<file path="src/hdl/lad_pkg.sv">
// constants and carrier types of the limit and alert diagnostics block
package lad_pkg;
    // register addresses on the serial register port
    localparam logic [5:0] ADDR_DIAG_ALERT_FLAGS = 6'h0B;
    localparam logic [5:0] ADDR_SHUNT_HIGH_THRESHOLD = 6'h0C;
    localparam logic [5:0] ADDR_SHUNT_LOW_THRESHOLD = 6'h0D;
    // field positions of the diagnostic flag register
    localparam int BIT_ALERT_LATCH_SEL = 15;
    localparam int BIT_CONV_READY_ON_ALERT = 14;
    localparam int BIT_COMPARE_ON_AVERAGED_SEL = 13;
    localparam int BIT_ALERT_POLARITY_SEL = 12;
    localparam int BIT_ARITH_OVERFLOW_FLAG = 9;
    localparam int BIT_OVER_TEMP_FLAG = 7;
    localparam int BIT_SHUNT_OVER_FLAG = 6;
    localparam int BIT_SHUNT_UNDER_FLAG = 5;
    localparam int BIT_BUS_OVER_FLAG = 4;
    localparam int BIT_BUS_UNDER_FLAG = 3;
    localparam int BIT_POWER_OVER_FLAG = 2;
    localparam int BIT_CONV_DONE_FLAG = 1;
    localparam int BIT_TRIM_MEMORY_OK = 0;
    // reset values
    localparam logic [15:0] RST_SHUNT_HIGH_THRESHOLD = 16'h7FFF;
    localparam logic [15:0] RST_SHUNT_LOW_THRESHOLD = 16'h8000;
    localparam logic RST_TRIM_MEMORY_OK = 1'b1;
    // one measurement set from the converter chain
    typedef struct packed {
        logic [15:0] shunt;  // two's complement
        logic [15:0] bus;    // always positive
        logic [15:0] temp;   // two's complement in 15:4
        logic [23:0] power;  // unsigned
    } lad_meas_type;
    // thresholds held outside this block
    typedef struct packed {
        logic [14:0] bus_over;
        logic [14:0] bus_under;
        logic [11:0] temp_limit;
        logic [15:0] power_limit;
    } lad_limits_type;
    // limit event set produced by one comparison
    typedef struct packed {
        logic over_temp;
        logic shunt_over;
        logic shunt_under;
        logic bus_over;
        logic bus_under;
        logic power_over;
    } lad_events_type;
    // configuration bits of the flag register
    typedef struct packed {
        logic alert_latch_sel;
        logic conv_ready_on_alert;
        logic compare_on_averaged_sel;
        logic alert_polarity_sel;
    } lad_cfg_type;
endpackage : lad_pkg

</file>
<file path="src/hdl/lad_diag.sv">
// limit comparison, diagnostic flags and alert pin logic
`timescale 1ns/1ps
module lad_diag (
    // clock and reset
    // one clock, no enables needed
    // reset is synchronous
    input wire logic ref_clk_i,
    input wire logic reset_i,
    // register port from the serial interface
    // strobes are one cycle wide
    // answer comes one cycle later
    input wire logic [5:0] reg_addr_i,
    input wire logic [15:0] reg_wdata_i,
    input wire logic reg_wr_i,
    input wire logic reg_rd_i,
    output logic [15:0] reg_rdata_o,
    output logic reg_rvalid_o,
    // measurement chain
    // raw and averaged results
    // each with its own strobe
    // limits are static levels
    input wire lad_pkg::lad_meas_type raw_meas_i,
    input wire logic raw_valid_i,
    input wire lad_pkg::lad_meas_type avg_meas_i,
    input wire logic avg_valid_i,
    input wire lad_pkg::lad_limits_type limits_i,
    // conversion and arithmetic events
    // single-cycle pulses, any mix
    // checksum error may be a level
    input wire logic conv_start_i,
    input wire logic conv_done_i,
    input wire logic arith_overflow_i,
    input wire logic accum_clear_cmd_i,
    input wire logic trim_checksum_err_i,
    // open-drain alert pin
    // data tied low, enable moves
    output logic alert_o,
    output logic alert_oe_o
);
    // state organisation
    // all flops in one packed struct
    // one comb block builds the next
    // copy, one flop block stores it
    // packed, so one reset line
    // clears it; trim ok, thresholds load
    // cfg: four host select bits
    // ev: one flag per comparator
    // overflow: arithmetic unit only
    // done: end of each conversion
    // trim ok: one until bad checksum
    // thresholds: host written, signed
    // rdata, rvalid: read answer
    // no field has two writers
    // complete block state
    typedef struct packed {
        lad_pkg::lad_cfg_type cfg;
        lad_pkg::lad_events_type ev;
        logic arith_overflow_flag;
        logic conv_done_flag;
        logic trim_memory_ok;
        logic [15:0] shunt_high_threshold;
        logic [15:0] shunt_low_threshold;
        logic [15:0] rdata;
        logic rvalid;
    } lad_state_type;

    // helper nets, all combinational
    // cmp_meas, cmp_valid: chosen stream
    // hit: compare results this cycle
    // flag_word: read image of flags
    // read_flags: flag register read
    // alert_active: pin source decode
    lad_state_type state;
    lad_state_type next_state;
    lad_pkg::lad_meas_type cmp_meas;  // sample chosen for comparison
    logic cmp_valid;
    lad_pkg::lad_events_type hit;      // faults seen by this comparison
    logic [15:0] flag_word;
    logic read_flags;
    logic alert_active;

    // helpers
    // shunt and temperature are signed
    // bus and power are unsigned
    // a negative high threshold trips
    // at zero input, by intent
    // signed greater-than on 16-bit two's complement words
    function automatic logic sgt(input logic [15:0] a, input logic [15:0] b);
        sgt = $signed(a) > $signed(b);
    endfunction : sgt

    // flag register image
    // positions from the package only
    // bits 11:10 and 8 have no storage
    // built from registered state, so
    // a read sees pre-read flags
    // pack the flag register image, reserved bits held at zero
    function automatic logic [15:0] pack_flags(input lad_state_type s);
        logic [15:0] w;
        w = 16'h0000;
        // config bits, host owned
        w[lad_pkg::BIT_ALERT_LATCH_SEL] = s.cfg.alert_latch_sel;
        w[lad_pkg::BIT_CONV_READY_ON_ALERT] = s.cfg.conv_ready_on_alert;
        w[lad_pkg::BIT_COMPARE_ON_AVERAGED_SEL] = s.cfg.compare_on_averaged_sel;
        w[lad_pkg::BIT_ALERT_POLARITY_SEL] = s.cfg.alert_polarity_sel;
        // status bits, hardware owned
        w[lad_pkg::BIT_ARITH_OVERFLOW_FLAG] = s.arith_overflow_flag;
        w[lad_pkg::BIT_OVER_TEMP_FLAG] = s.ev.over_temp;
        w[lad_pkg::BIT_SHUNT_OVER_FLAG] = s.ev.shunt_over;
        w[lad_pkg::BIT_SHUNT_UNDER_FLAG] = s.ev.shunt_under;
        w[lad_pkg::BIT_BUS_OVER_FLAG] = s.ev.bus_over;
        w[lad_pkg::BIT_BUS_UNDER_FLAG] = s.ev.bus_under;
        w[lad_pkg::BIT_POWER_OVER_FLAG] = s.ev.power_over;
        w[lad_pkg::BIT_CONV_DONE_FLAG] = s.conv_done_flag;
        w[lad_pkg::BIT_TRIM_MEMORY_OK] = s.trim_memory_ok;
        pack_flags = w;
    endfunction : pack_flags

    // stream select
    // select low: every raw sample,
    // quickest alert
    // select high: finished average,
    // slower alert, less noise
    // the other strobe is dropped
    // a select write acts next cycle
    // choose which result stream feeds the comparators
    always_comb begin
        if (state.cfg.compare_on_averaged_sel) begin
            cmp_meas = avg_meas_i;
            cmp_valid = avg_valid_i;
        end else begin
            cmp_meas = raw_meas_i;
            cmp_valid = raw_valid_i;
        end
    end

    // comparators
    // all compares are strict:
    // equal to limit is no event
    // temp limit is 12 bits, lined up
    // with reading bits 15:4
    // shunt limits: full 16-bit words
    // in the shunt reading's scale,
    // same code in either range
    // bus never negative: unsigned
    // against {0, 15-bit limit}
    // power limit counts 256 steps:
    // upper 16 of 24 bits compared
    // results used only on cmp_valid
    // one sample is enough to trip,
    // there is no fault filtering
    // threshold comparators
    always_comb begin
        // temperature: 12-bit signed field in 15:4
        hit.over_temp = sgt(cmp_meas.temp, {limits_i.temp_limit, 4'h0});
        // signed so a negative high threshold trips at zero input
        hit.shunt_over = sgt(cmp_meas.shunt, state.shunt_high_threshold);
        // shunt below low limit
        hit.shunt_under = sgt(state.shunt_low_threshold, cmp_meas.shunt);
        // bus above over limit
        hit.bus_over = cmp_meas.bus > {1'b0, limits_i.bus_over};
        // bus below under limit
        hit.bus_under = cmp_meas.bus < {1'b0, limits_i.bus_under};
        // limit counts in units of 256 power steps
        hit.power_over = cmp_meas.power[23:8] > limits_i.power_limit;
    end

    // register decode
    // strobes already in this domain
    // read_flags is also the latched
    // clear strobe of the flags
    // unmapped reads answer zero,
    // unmapped writes are dropped
    // register read strobe on the flag register
    assign read_flags = reg_rd_i && (reg_addr_i == lad_pkg::ADDR_DIAG_ALERT_FLAGS);
    assign flag_word = pack_flags(state);

    // next-state priority, low first:
    // hold every field
    // read answer, config writes
    // read and start clears
    // hardware events, which win
    // set-wins: an event in the cycle
    // of a clearing read is not lost,
    // the host sees it next read
    // read plus write: old value read
    // next-state logic
    always_comb begin
        next_state = state;
        // rvalid follows every read strobe
        next_state.rvalid = reg_rd_i;

        // read data, unmapped addresses answer zero
        if (reg_rd_i) begin
            case (reg_addr_i)
                lad_pkg::ADDR_DIAG_ALERT_FLAGS: next_state.rdata = flag_word;
                lad_pkg::ADDR_SHUNT_HIGH_THRESHOLD: next_state.rdata = state.shunt_high_threshold;
                lad_pkg::ADDR_SHUNT_LOW_THRESHOLD: next_state.rdata = state.shunt_low_threshold;
                default: next_state.rdata = 16'h0000;
            endcase
        end

        // writes: flag bits are owned by hardware, only config is written
        // thresholds take the word as is
        // no write side effect on flags
        if (reg_wr_i) begin
            case (reg_addr_i)
                lad_pkg::ADDR_DIAG_ALERT_FLAGS: begin
                    next_state.cfg.alert_latch_sel = reg_wdata_i[lad_pkg::BIT_ALERT_LATCH_SEL];
                    next_state.cfg.conv_ready_on_alert =
                        reg_wdata_i[lad_pkg::BIT_CONV_READY_ON_ALERT];
                    next_state.cfg.compare_on_averaged_sel =
                        reg_wdata_i[lad_pkg::BIT_COMPARE_ON_AVERAGED_SEL];
                    next_state.cfg.alert_polarity_sel =
                        reg_wdata_i[lad_pkg::BIT_ALERT_POLARITY_SEL];
                end
                lad_pkg::ADDR_SHUNT_HIGH_THRESHOLD: begin
                    next_state.shunt_high_threshold = reg_wdata_i;
                end
                lad_pkg::ADDR_SHUNT_LOW_THRESHOLD: begin
                    next_state.shunt_low_threshold = reg_wdata_i;
                end
                default: begin
                    next_state.rvalid = next_state.rvalid;  // unmapped write ignored
                end
            endcase
        end

        // latched: hold until flag read
        // transparent: mirror last compare,
        // a fault that goes away clears
        // on the next selected sample
        // limit flags: clear first, so a same-cycle event wins
        if (state.cfg.alert_latch_sel) begin
            if (read_flags) begin
                next_state.ev = '0;
            end
            if (cmp_valid) begin
                next_state.ev = next_state.ev | hit;
            end
        end else if (cmp_valid) begin
            // transparent: follow the latest comparison
            next_state.ev = hit;
        end

        // start clears in both modes;
        // read clears only when latched,
        // so a polling host keeps it
        // conversion done: new start clears, latched read clears too
        if (conv_start_i || (state.cfg.alert_latch_sel && read_flags)) begin
            next_state.conv_done_flag = 1'b0;
        end
        if (conv_done_i) begin
            next_state.conv_done_flag = 1'b1;
        end

        // warns current and power may be
        // invalid; read leaves it set
        // arithmetic overflow, not clearable by software read
        if (conv_start_i || accum_clear_cmd_i) begin
            next_state.arith_overflow_flag = 1'b0;
        end
        if (arith_overflow_i) begin
            next_state.arith_overflow_flag = 1'b1;
        end

        // reads one in normal operation;
        // no software path back to one
        // trim checksum failure sticks until power-on reset
        if (trim_checksum_err_i) begin
            next_state.trim_memory_ok = 1'b0;
        end
    end

    // reset and register copy
    // synchronous, active high
    // flags zero, trim ok one
    // config zero
    // thresholds at extreme codes,
    // so neither trips by default
    // constants only in reset branch
    // state register
    always_ff @(posedge ref_clk_i) begin
        if (reset_i) begin
            state <= '0;
            state.trim_memory_ok <= lad_pkg::RST_TRIM_MEMORY_OK;
            state.shunt_high_threshold <= lad_pkg::RST_SHUNT_HIGH_THRESHOLD;
            state.shunt_low_threshold <= lad_pkg::RST_SHUNT_LOW_THRESHOLD;
        end else begin
            state <= next_state;
        end
    end

    // alert decode
    // registered flags only, so the
    // pin moves one cycle after the
    // event and never glitches
    // sources: limit flags, overflow,
    // done when routed to the pin
    // transparent: drops with flags
    // latched: held until flag read
    // a flag read ends a latched limit
    // or done alert, there is no separate ack
    // alert is a decode of registered flags, no extra delay
    always_comb begin
        // any limit event
        alert_active = |state.ev;
        // overflow counts as an event
        alert_active = alert_active || state.arith_overflow_flag;
        // done only when routed
        if (state.cfg.conv_ready_on_alert && state.conv_done_flag) begin
            alert_active = 1'b1;
        end
    end

    // pin driver
    // enable high pulls the pin low
    // the board pull-up gives the
    // high level and a slow rise
    // open drain: pull low only; active-high mode releases when active
    assign alert_o = 1'b0;
    always_comb begin
        if (state.cfg.alert_polarity_sel) begin
            // active high: pulled while idle
            alert_oe_o = !alert_active;
        end else begin
            // active low: pulled while active
            alert_oe_o = alert_active;
        end
    end

    // read answer
    // rvalid: one cycle after the read
    // rdata holds until the next read
    // register port answer
    assign reg_rdata_o = state.rdata;
    assign reg_rvalid_o = state.rvalid;

    // known limitations
    // no software clear of trim status
    // an event at a latched read may
    // be read twice; kept, not lost
    // thresholds not range checked;
    // software keeps high above low
    // host writes to flag bits ignored
    // unmapped reads cost one answer
    // cycle like any other read
endmodule : lad_diag

</file>
<file path="config.mk">
export PLATFORM = sky130hd
export DESIGN_NAME = lad_diag
export DESIGN_NICKNAME = d
export VERILOG_FILES = /design/src/hdl/lad_pkg.sv /design/src/hdl/lad_diag.sv
export SDC_FILE = /design/constraint.sdc
export NUM_CORES = 1
export LEC_CHECK = 0
export BUFFER_PORTS_ARGS = -buffer_cell sky130_fd_sc_hd__buf_2
export CAP_MARGIN = 25
export CORE_ASPECT_RATIO = 0.6
export CORE_MARGIN = 2
export CORE_UTILIZATION = 44
export DETAILED_ROUTE_END_ITERATION = 12
export HOLD_SLACK_MARGIN = 0.12
export PLACE_DENSITY = 0.8
export SLEW_MARGIN = 25
export SYNTH_ARGS = -nofsm -noshare
export SYNTH_HDL_FRONTEND = slang
export SYNTH_SLANG_ARGS = --single-unit
</file>
<file path="constraint.sdc">
create_clock -name ref_clk_i -period 3.2 [get_ports ref_clk_i]
set_clock_uncertainty 0.2 [all_clocks]
set_input_delay 0 -clock ref_clk_i [delete_from_list [all_inputs] [get_ports ref_clk_i]]
set_output_delay 0 -clock ref_clk_i [all_outputs]
set_load 0.02 [all_outputs]
</file>
==> results of run 1 <==
critical path, delay by kind of cell (launching register included):
family | cells | cell delay (ns)
DFF | 1 | 0.51
AOI/OAI and AO/OA | 3 | 0.35
buffers and inverters | 3 | 1.37
muxes | 1 | 0.37
adders and majority gates | 1 | 0.19
synthesized netlist by cell type (2+ instances only):
| cell | instances | share of area, % |
|---|---|---|
| or3b_1 | 2 | 0.31 |
| a211o_1 | 16 | 2.5 |
| a21o_1 | 6 | 0.81 |
| a21boi_0 | 2 | 0.27 |
| a22oi_1 | 2 | 0.27 |
| ha_1 | 89 | 20 |
| nand3_1 | 15 | 1.3 |
| nor3b_1 | 2 | 0.27 |
| nand4_1 | 14 | 1.6 |
| o2bb2ai_1 | 2 | 0.31 |
| clkbuf_1 | 11 | 0.74 |
| mux2_2 | 40 | 8.1 |
| o21ai_0 | 6 | 0.54 |
| mux2i_1 | 55 | 9.8 |
| nor4_1 | 6 | 0.67 |
| buf_2 | 6 | 0.54 |
| nand3b_1 | 2 | 0.27 |
| buf_1 | 9 | 0.60 |
| nor3_1 | 6 | 0.54 |
| nand2_1 | 27 | 1.8 |
| a22o_1 | 2 | 0.31 |
| o211ai_1 | 7 | 0.94 |
| a211oi_1 | 16 | 2.1 |
| a2111oi_0 | 2 | 0.31 |
| a31oi_1 | 2 | 0.22 |
| inv_1 | 92 | 6.2 |
| buf_6 | 2 | 0.40 |
| buf_4 | 17 | 2.3 |
| nor2b_1 | 10 | 1.1 |
| or4b_2 | 2 | 0.36 |
| nor2_1 | 74 | 5.0 |
| a21oi_1 | 53 | 4.7 |
| dfxtp_1 | 62 | 22 |
| o41ai_1 | 2 | 0.31 |
| o21a_1 | 2 | 0.27 |
| and4_1 | 2 | 0.31 |
stage by stage:
step,instances,hold slack (ns),total power [mW],setup WS [ns]
after global routing,1105,0.152,2.58,0.0475
final,1105,0.129,2.46,0.117
after floorplan,676,-0.0826,1.10,0.130
after detailed placement,1041,0.0176,1.31,0.262
after global placement,1041,0.0122,1.30,0.301
after CTS,1104,0.120,2.47,0.0470
metal layers:
metal	wire length [um]	share of wire (%)
met2	6710	41
met5	0	0
met1	8150	50
met3	1470	8.9
met4	131	0.80
power by group through the flow:
stage | Combinational, mW | Sequential [mW] | Clock (mW)
finish | 0.540 | 0.808 | 1.11
global route | 0.610 | 0.809 | 1.17
CTS | 0.535 | 0.808 | 1.13
detailed placement | 0.486 | 0.824 | 0
global placement | 0.477 | 0.823 | 0
floorplan | 0.286 | 0.819 | 0
final cells by class:
cell class              instances  area share [%]
repair buffers                294            22.8
well taps                     165            2.71
clock inverters                 6            1.46
inverters                      92            4.53
flip-flops and latches         62            16.3
clock buffers                   9            2.95
multi-input cells             477            49.2
flip-flops by register name, indices dropped and copies added (netlist names):
signal,count
reg_rdata_o,16
state,32
flag_word,13
reg_rvalid_o,1
logic make-up after synthesis:
kind of cell,after synthesis
and+or+nand+nor,166
buffers and inverters,137
AOI/OAI and AO/OA,125
other,1
adders and majority gates,89
DFF,62
xor gates and xnor gates,1
muxes,95
worst max-delay path by stage:
stage | start | end | cells past startpoint
6_report | flag_word[13] | flag_word[3] | 8
5_1_grt | flag_word[13] | flag_word[3] | 8
4_1_cts | flag_word[13] | flag_word[3] | 8
3_5_place_dp | flag_word[13] | flag_word[4] | 7
3_3_place_gp | flag_word[13] | flag_word[4] | 7
2_1_floorplan | flag_word[13] | flag_word[4] | 9
repair_timing:
item	CTS	global route
hold buffers	48	0
hold endpoints to repair	61	0
buffers inserted	0	1
setup endpoints to repair	0	1
==> flow_metrics.tcl, run 1 <==
set metrics [dict create \
    setup_viol 0 \
    reg2reg_depth 8 \
    drt-pass1-iter-count 5 \
    slowest_stage "dlygate4sd3_1" \
    grt_pass1_vias 5442 \
    synth_mux_area_share_pct 17.9 \
    wl_um 16500 \
    antenna_found_initial 1 \
    synthSimpleGateAreaFrac_pct 14.2 \
    drtIter0Drc 218 \
    synth_area_um2 5590 \
    diodes 0 \
    synthArstFlopShare_pct 0 \
    grt_pass1_wl_um 26500 \
    avgSynthCellArea_um2 8.28 \
    tightest_slew_ns 0.658 \
    cts.path.max_buffers 2 \
    reg2reg_from "flag_word[13]" \
    core-area_um2 12200 \
    grt-busiest-layer "met2" \
    hold_viol 0 \
    cts_tree "built" \
    hold_end "flag_word[3]" \
    die_h_um 91.3 \
    status "finished clean" \
    worstHoldStart "limits_i[36]" \
    multi_input_comb_area_um2 3760 \
    portBuffers 236 \
    path_cells "buf_4, mux2_2, ha_1, dlygate4sd3_1, a21oi_1, dlygate4sd3_1, o211ai_1, a21oi_1" \
    critical_path.startpoint_type "register" \
    clock_power_share_pct 45.1 \
    period_needed_ns 3.08 \
    holdPathStages 6 \
    die_w_um 150 \
    finalInstanceArea_um2 7630 \
    seqPwrFrac_pct 32.9 \
    cp_data_arrival_time_ns 3.15 \
    yosysSeqAreaShare_pct 22.2 \
    regArea_um2 1240 \
    grtUsageMet2_pct 36.8 \
    htree_levels 3 \
    cts_buffers 9 \
    start_util_pct 45.8 \
    cts.sinks 62 \
    overflow 0 \
    dpl.hpwl_um 12800 \
    synth_fp_nets 1000 \
    ant_nets 0 \
    power_frac_comb_pct 22.0 \
    place_congestion 0.889 \
    p_leak_nw 4.02 \
    grt_util_met3_pct 6.88 \
    utilization_pct 62.5 \
    fp.dieArea_um2 13700 \
    drive_gt1_share_pct 32.7 \
    area_growth_pct 36.4 \
    final_cell_mix "236 x buf_2, 92 x inv_1, 89 x ha_1" \
    use_met1_pct 35.0 \
    place_area_um2 6800 \
    rows 31 \
    grt_util_all_layers_pct 24.5 \
    fillerInstances 1074 \
    peakVddDrop_mv 0.211 \
    r2r-end "flag_word[3]" \
    slowest_delay_ns 0.57 \
    cap_violations 0 \
    synth_fa_ha_area_share_pct 19.9 \
    holdCritPathClass "primary input to register" \
    cp_data_required_time_ns 3.27 \
    ys.flop_type "dfxtp_1" \
    nNetsFinal 1260 \
    critPathMaxFanout 16 \
    synth_edf_count 0 \
    via_count 5571 \
    path_clk_slew_ns 0.05 \
    slew_viol_final 0 \
    ys_warn_count 0 \
    switchingPower_mw 0.627 \
    path_class "register to register" \
    swShare_pct 25.5 \
    grt_max_degree 58 \
    power.density_nw_per_um2 322 \
    synth_top_family_by_area "adder cells" \
    drc 0 \
    synth_xor_area_share_pct 0.157 \
    p_int_mw 1.83 \
    syn_inst 676 \
    slew-limit-headroom_pct 56.2 \
    viasPerCell 5.04 \
    finalCritPeriodShare_pct 96.3 \
    rrSetupSlack_ns 0.12 \
    synth-compound-area-share_pct 14.8 \
    synth_cell_types 47 \
    io_pins 254 \
    tns_ns 0 \
    rsz0062_at_grt "no" \
    fmax_mhz 324 \
    cts_root_buf "clkbuf_16" \
    final_common_cell "buf_2" \
    cts_resized 0 \
    post_drt_wl_per_cell_um 14.9 \
    cp-end-kind "register" \
    synth_seq_cells 62 \
    worstSkewPairLatency_ns 0.33 \
]
Note: power is estimated with default switching activity, not from simulation.
==> run 2: changes to the inputs <==
--- a/config.mk
+++ b/config.mk
@@ -11,8 +11,10 @@
 export CORE_MARGIN = 2
 export CORE_UTILIZATION = 44
 export DETAILED_ROUTE_END_ITERATION = 12
+export GPL_TIMING_DRIVEN = 0
 export HOLD_SLACK_MARGIN = 0.12
 export PLACE_DENSITY = 0.8
+export SETUP_SLACK_MARGIN = 0.15
 export SLEW_MARGIN = 25
 export SYNTH_ARGS = -nofsm -noshare
 export SYNTH_HDL_FRONTEND = slang
==> flow_metrics.tcl, run 2 (synthesized netlist as in run 1, its figures left out) <==
set metrics [dict create \
    grt_util_all_layers_pct 26.5 \
    grt_pass1_vias 5801 \
    cp_data_required_time_ns 3.23 \
    hold_viol 0 \
    ant_nets 0 \
    period_needed_ns 2.94 \
    largest_register_ffs 32 \
    path_class "register to register" \
    drt-pass1-iter-count 7 \
    dpl.hpwl_um 14400 \
    grt_pass1_wl_um 28300 \
    status "finished clean" \
    post_drt_wl_per_cell_um 15.8 \
    htree_levels 3 \
    die_h_um 91.3 \
    start_util_pct 45.8 \
    swShare_pct 28.4 \
    hold_ws_ns 0.126 \
    via_count 5864 \
    final_common_cell "buf_2" \
    slowest_delay_ns 0.62 \
    reg2reg_from "flag_word[13]" \
    drive_gt1_share_pct 34.0 \
    rsz0062_at_grt "yes" \
    p_leak_nw 4.16 \
    critPathMaxFanout 10 \
    cp_data_arrival_time_ns 2.97 \
    grt_max_degree 14 \
    cts.path.max_buffers 2 \
    cts_root_buf "clkbuf_16" \
    tightest_slew_ns 0.813 \
    critPathLaunch "flag_word[13]" \
    die_w_um 150 \
    power.density_nw_per_um2 302 \
    core-area_um2 12200 \
    io_pins 254 \
    place_congestion 0.893 \
    rrSetupSlack_ns 0.26 \
    portBuffers 235 \
    fmax_mhz 340 \
    critical_path.startpoint_type "register" \
    overflow 0 \
    cts.sinks 62 \
    cts_tree "built" \
    finalCritPeriodShare_pct 91.9 \
    cts_buffers 9 \
    path_cells "buf_6, buf_4, mux2_2, ha_1, nand4_1, nor3_1, a21boi_0, or4b_2, a22o_1" \
    pre_cts_slack_ns -0.231 \
    p_int_mw 1.70 \
    slowest_stage "or4b_2" \
    clock_power_share_pct 41.9 \
    wl_um 18100 \
    final_cell_mix "242 x buf_2, 92 x inv_1, 89 x ha_1" \
    path_clk_slew_ns 0.06 \
    fillerInstances 1062 \
    area_growth_pct 40.6 \
    fp.dieArea_um2 13700 \
    cap_violations 0 \
    cp-end-kind "register" \
    drtIter0Drc 399 \
    peakVddDrop_mv 0.244 \
    seqPwrFrac_pct 34.0 \
    setup_viol 0 \
    power_frac_comb_pct 24.0 \
    holdCritPathClass "primary input to register" \
    rows 31 \
    slew_viol_final 0 \
    nNetsFinal 1300 \
    switchingPower_mw 0.676 \
    worstHoldStart "limits_i[30]" \
    drc 0 \
    fin_ws_ns 0.259 \
    viasPerCell 5.12 \
    slew-limit-headroom_pct 45.8 \
    antenna_found_initial 0 \
    diodes 0 \
    worstSkewPairLatency_ns 0.34 \
    largest_register "state" \
]
## run 2: repair_timing
item                       4_1_cts  5_1_grt
hold endpoints to repair        59        0
pin swaps                        0        1
resized for setup               12        9
buffers inserted                 0        1
setup endpoints to repair        4        6
hold buffers                    51        0
cloned                           0        1
## run 2: power groups by stage
stage	clock (mW)	combinational (mW)	sequential [mW]
3_5_place_dp	0	0.509	0.826
2_1_floorplan	0	0.286	0.819
3_3_place_gp	0	0.495	0.826
6_report	0.998	0.572	0.809
5_1_grt	1.05	0.638	0.811
4_1_cts	1.01	0.561	0.809
## run 2: metal layers
layer	track usage, %	vias up	share of wire, %	wire (um)
met5	0	-	0	0
met4	5.40	0	1.1	203
met3	7.64	19	9.2	1670
met2	40.4	246	41	7520
met1	37.0	2638	48	8740
li1	-	2961	-	-
## run 2: path summary, 6_finish.rpt
check	to	depth (start not counted)
min	flag_word[3]	6
max	flag_word[2]	9
max reg2reg	flag_word[2]	9
min reg2reg	flag_word[0]	1
## run 2: area by class of cell
cell class	count	area [um^2]	area share, %
buffer	45	292	3.71
clock buffer	9	225	2.86
clock inverter	7	77.6	0.986
inverter	92	345	4.39
multi-input combinational	477	3770	47.9
sequential	62	1240	15.8
tap	165	206	2.62
timing repair buffer	289	1710	21.7
## run 2: worst max-delay path: cells and delay by family (launching register included)
| kind | cells | cell delay [ns] |
|---|---|---|
| fa+ha+maj | 1 | 0.32 |
| flops | 1 | 0.37 |
| compound gates | 2 | 0.33 |
| mux | 1 | 0.37 |
| simple gates | 3 | 0.89 |
| buf+inv | 2 | 0.36 |
## run 2: stage by stage
| step | std cells | area (um^2) | power, mW | utilization (%) | TNS, ns |
|---|---|---|---|---|---|
| 2_1_floorplan | 676 | 5600 | 1.10 | - | 0 |
| 3_3_place_gp | 1076 | 6980 | 1.32 | 57.1 | -0.582 |
| 3_5_place_dp | 1077 | 6990 | 1.33 | 57.2 | -0.709 |
| 4_1_cts | 1144 | 7830 | 2.38 | 64.0 | 0 |
| 5_1_grt | 1146 | 7870 | 2.49 | 64.4 | 0 |
| 6_report | 1146 | 7870 | 2.38 | 64.4 | 0 |
==> run 3: changes to the inputs <==
--- a/config.mk
+++ b/config.mk
@@ -5,15 +5,15 @@
 export SDC_FILE = /design/constraint.sdc
 export NUM_CORES = 1
 export LEC_CHECK = 0
-export BUFFER_PORTS_ARGS = -buffer_cell sky130_fd_sc_hd__buf_2
 export CAP_MARGIN = 25
 export CORE_ASPECT_RATIO = 0.6
 export CORE_MARGIN = 2
-export CORE_UTILIZATION = 44
+export CORE_UTILIZATION = 59
 export DETAILED_ROUTE_END_ITERATION = 12
+export DONT_BUFFER_PORTS = 1
 export GPL_TIMING_DRIVEN = 0
 export HOLD_SLACK_MARGIN = 0.12
-export PLACE_DENSITY = 0.8
+export PLACE_DENSITY_LB_ADDON = 0.08
 export SETUP_SLACK_MARGIN = 0.15
 export SLEW_MARGIN = 25
 export SYNTH_ARGS = -nofsm -noshare
==> flow_metrics.tcl, run 3 (synthesized netlist as in run 1, its figures left out) <==
set metrics [dict create \
    cp-end-kind "register" \
    post_drt_wl_per_cell_um 19.4 \
    path_clk_slew_ns 0.06 \
    place_inst 806 \
    worstHoldStart "limits_i[1]" \
    final_cell_mix "94 x dlygate4sd3_1, 92 x inv_1, 89 x ha_1" \
    rsz0062_at_grt "no" \
    hold_viol 0 \
    dpl.hpwl_um 13100 \
    final_common_cell "dlygate4sd3_1" \
    reg2reg_from "flag_word[13]" \
    holdCritPathClass "primary input to register" \
    die_w_um 130 \
    grt_pass1_wl_um 27000 \
    viasPerCell 5.86 \
    reg2reg_depth 9 \
    core-area_um2 9190 \
    fillerInstances 695 \
    antenna_found_initial 1 \
    area_growth_pct 26.2 \
    cp_data_arrival_time_ns 3.00 \
    htree_levels 3 \
    period_needed_ns 2.98 \
    setup_viol 0 \
    grt-busiest-layer "met2" \
    fin_cells 918 \
    largest_register "state" \
    critical_path.startpoint_type "register" \
    place_congestion 0.931 \
    power.density_nw_per_um2 322 \
    rows 27 \
    cts.path.max_buffers 2 \
    holdPathStages 6 \
    grt_max_degree 13 \
    tightest_slew_ns 0.849 \
    nNetsFinal 1106 \
    die_h_um 79.4 \
    largest_register_ffs 32 \
    cap_violations 0 \
    start_util_pct 60.9 \
    slew_viol_final 0 \
    critPathLaunch "flag_word[13]" \
    utilization_pct 76.8 \
    drc 0 \
    finalCritPeriodShare_pct 93.2 \
    grtUsageMet2_pct 56.8 \
    design_power_total_mw 2.27 \
    cts_buffers 9 \
    p_leak_nw 3.34 \
    wl_um 17800 \
    drt-pass1-iter-count 7 \
    cts.sinks 62 \
    io_pins 254 \
    status "finished clean" \
    drive_gt1_share_pct 12.2 \
    use_met1_pct 46.7 \
    critPathMaxFanout 10 \
    fp.dieArea_um2 10300 \
    grt_util_all_layers_pct 34.6 \
    peakVddDrop_mv 0.323 \
    via_count 5383 \
    worstSkewPairLatency_ns 0.33 \
    postCtsSetupBuffers 0 \
    grt_pass1_vias 5364 \
    slew-limit-headroom_pct 43.4 \
    ant_nets 0 \
    cp_data_required_time_ns 3.22 \
    drtIter0Drc 362 \
    grt_util_met3_pct 7.57 \
    fmax_mhz 335 \
    portBuffers 0 \
    overflow 0 \
    cts_root_buf "clkbuf_16" \
    cts_tree "built" \
    path_class "register to register" \
]
==> run 3: worst paths after layout <==
path         slack, ns           end
min reg2reg       0.28  flag_word[0]
max               0.22  flag_word[4]
max reg2reg       0.22  flag_word[4]
min               0.12  flag_word[2]
==> run 3: critical path, stage by stage (launching register included) <==
cell,delay [ns]
dfxtp_4,0.38
buf_8,0.14
buf_12,0.14
mux2_2,0.36
ha_1,0.31
a21o_1,0.19
nand3_1,0.08
a21oi_1,0.08
or4b_2,0.63
a221o_1,0.34
==> run 3: cell type report <==
| cell class | count | area, um^2 | share of cell area, % |
|---|---|---|---|
| timing repair buffer | 95 | 946 | 13.4 |
| buffer | 45 | 293 | 4.15 |
| sequential | 62 | 1240 | 17.6 |
| antenna | 1 | 2.50 | 0.0354 |
| clock buffer | 9 | 225 | 3.19 |
| clock inverter | 7 | 72.6 | 1.03 |
| tap | 130 | 163 | 2.30 |
| inverter | 92 | 345 | 4.89 |
| multi-input combinational | 477 | 3770 | 53.4 |
==> run 3: metrics by stage <==
stage                     hold slack, ns  area [um^2]  setup WS (ns)  TNS [ns]
after detailed placement         -0.0779         5760         -0.204    -0.578
after floorplan                  -0.0826         5600          0.256         0
after global routing               0.145         7060          0.153         0
after global placement           -0.0814         5760         -0.114    -0.366
after CTS                          0.120         7020          0.184         0
final                              0.122         7060          0.218         0
==> run 3: metal layers <==
layer | part of all wire [%] | vias to the layer above
met5 | 0 | -
met2 | 45 | 267
li1 | - | 2581
met4 | 0.98 | 0
met3 | 8.3 | 24
met1 | 45 | 2511
==> run 3: power breakdown <==
part,internal (mW),switching [mW]
clock network,0.605,0.385
logic,0.232,0.241
registers,0.792,0.0174
total,1.63,0.643
==> run 3: repair_timing <==
item | 4_1_cts | 5_1_grt
setup endpoints to repair | 4 | 6
pin swaps | 0 | 1
hold endpoints to repair | 62 | 1
resized for setup | 10 | 12
gates cloned | 0 | 1
hold buffers | 93 | 2
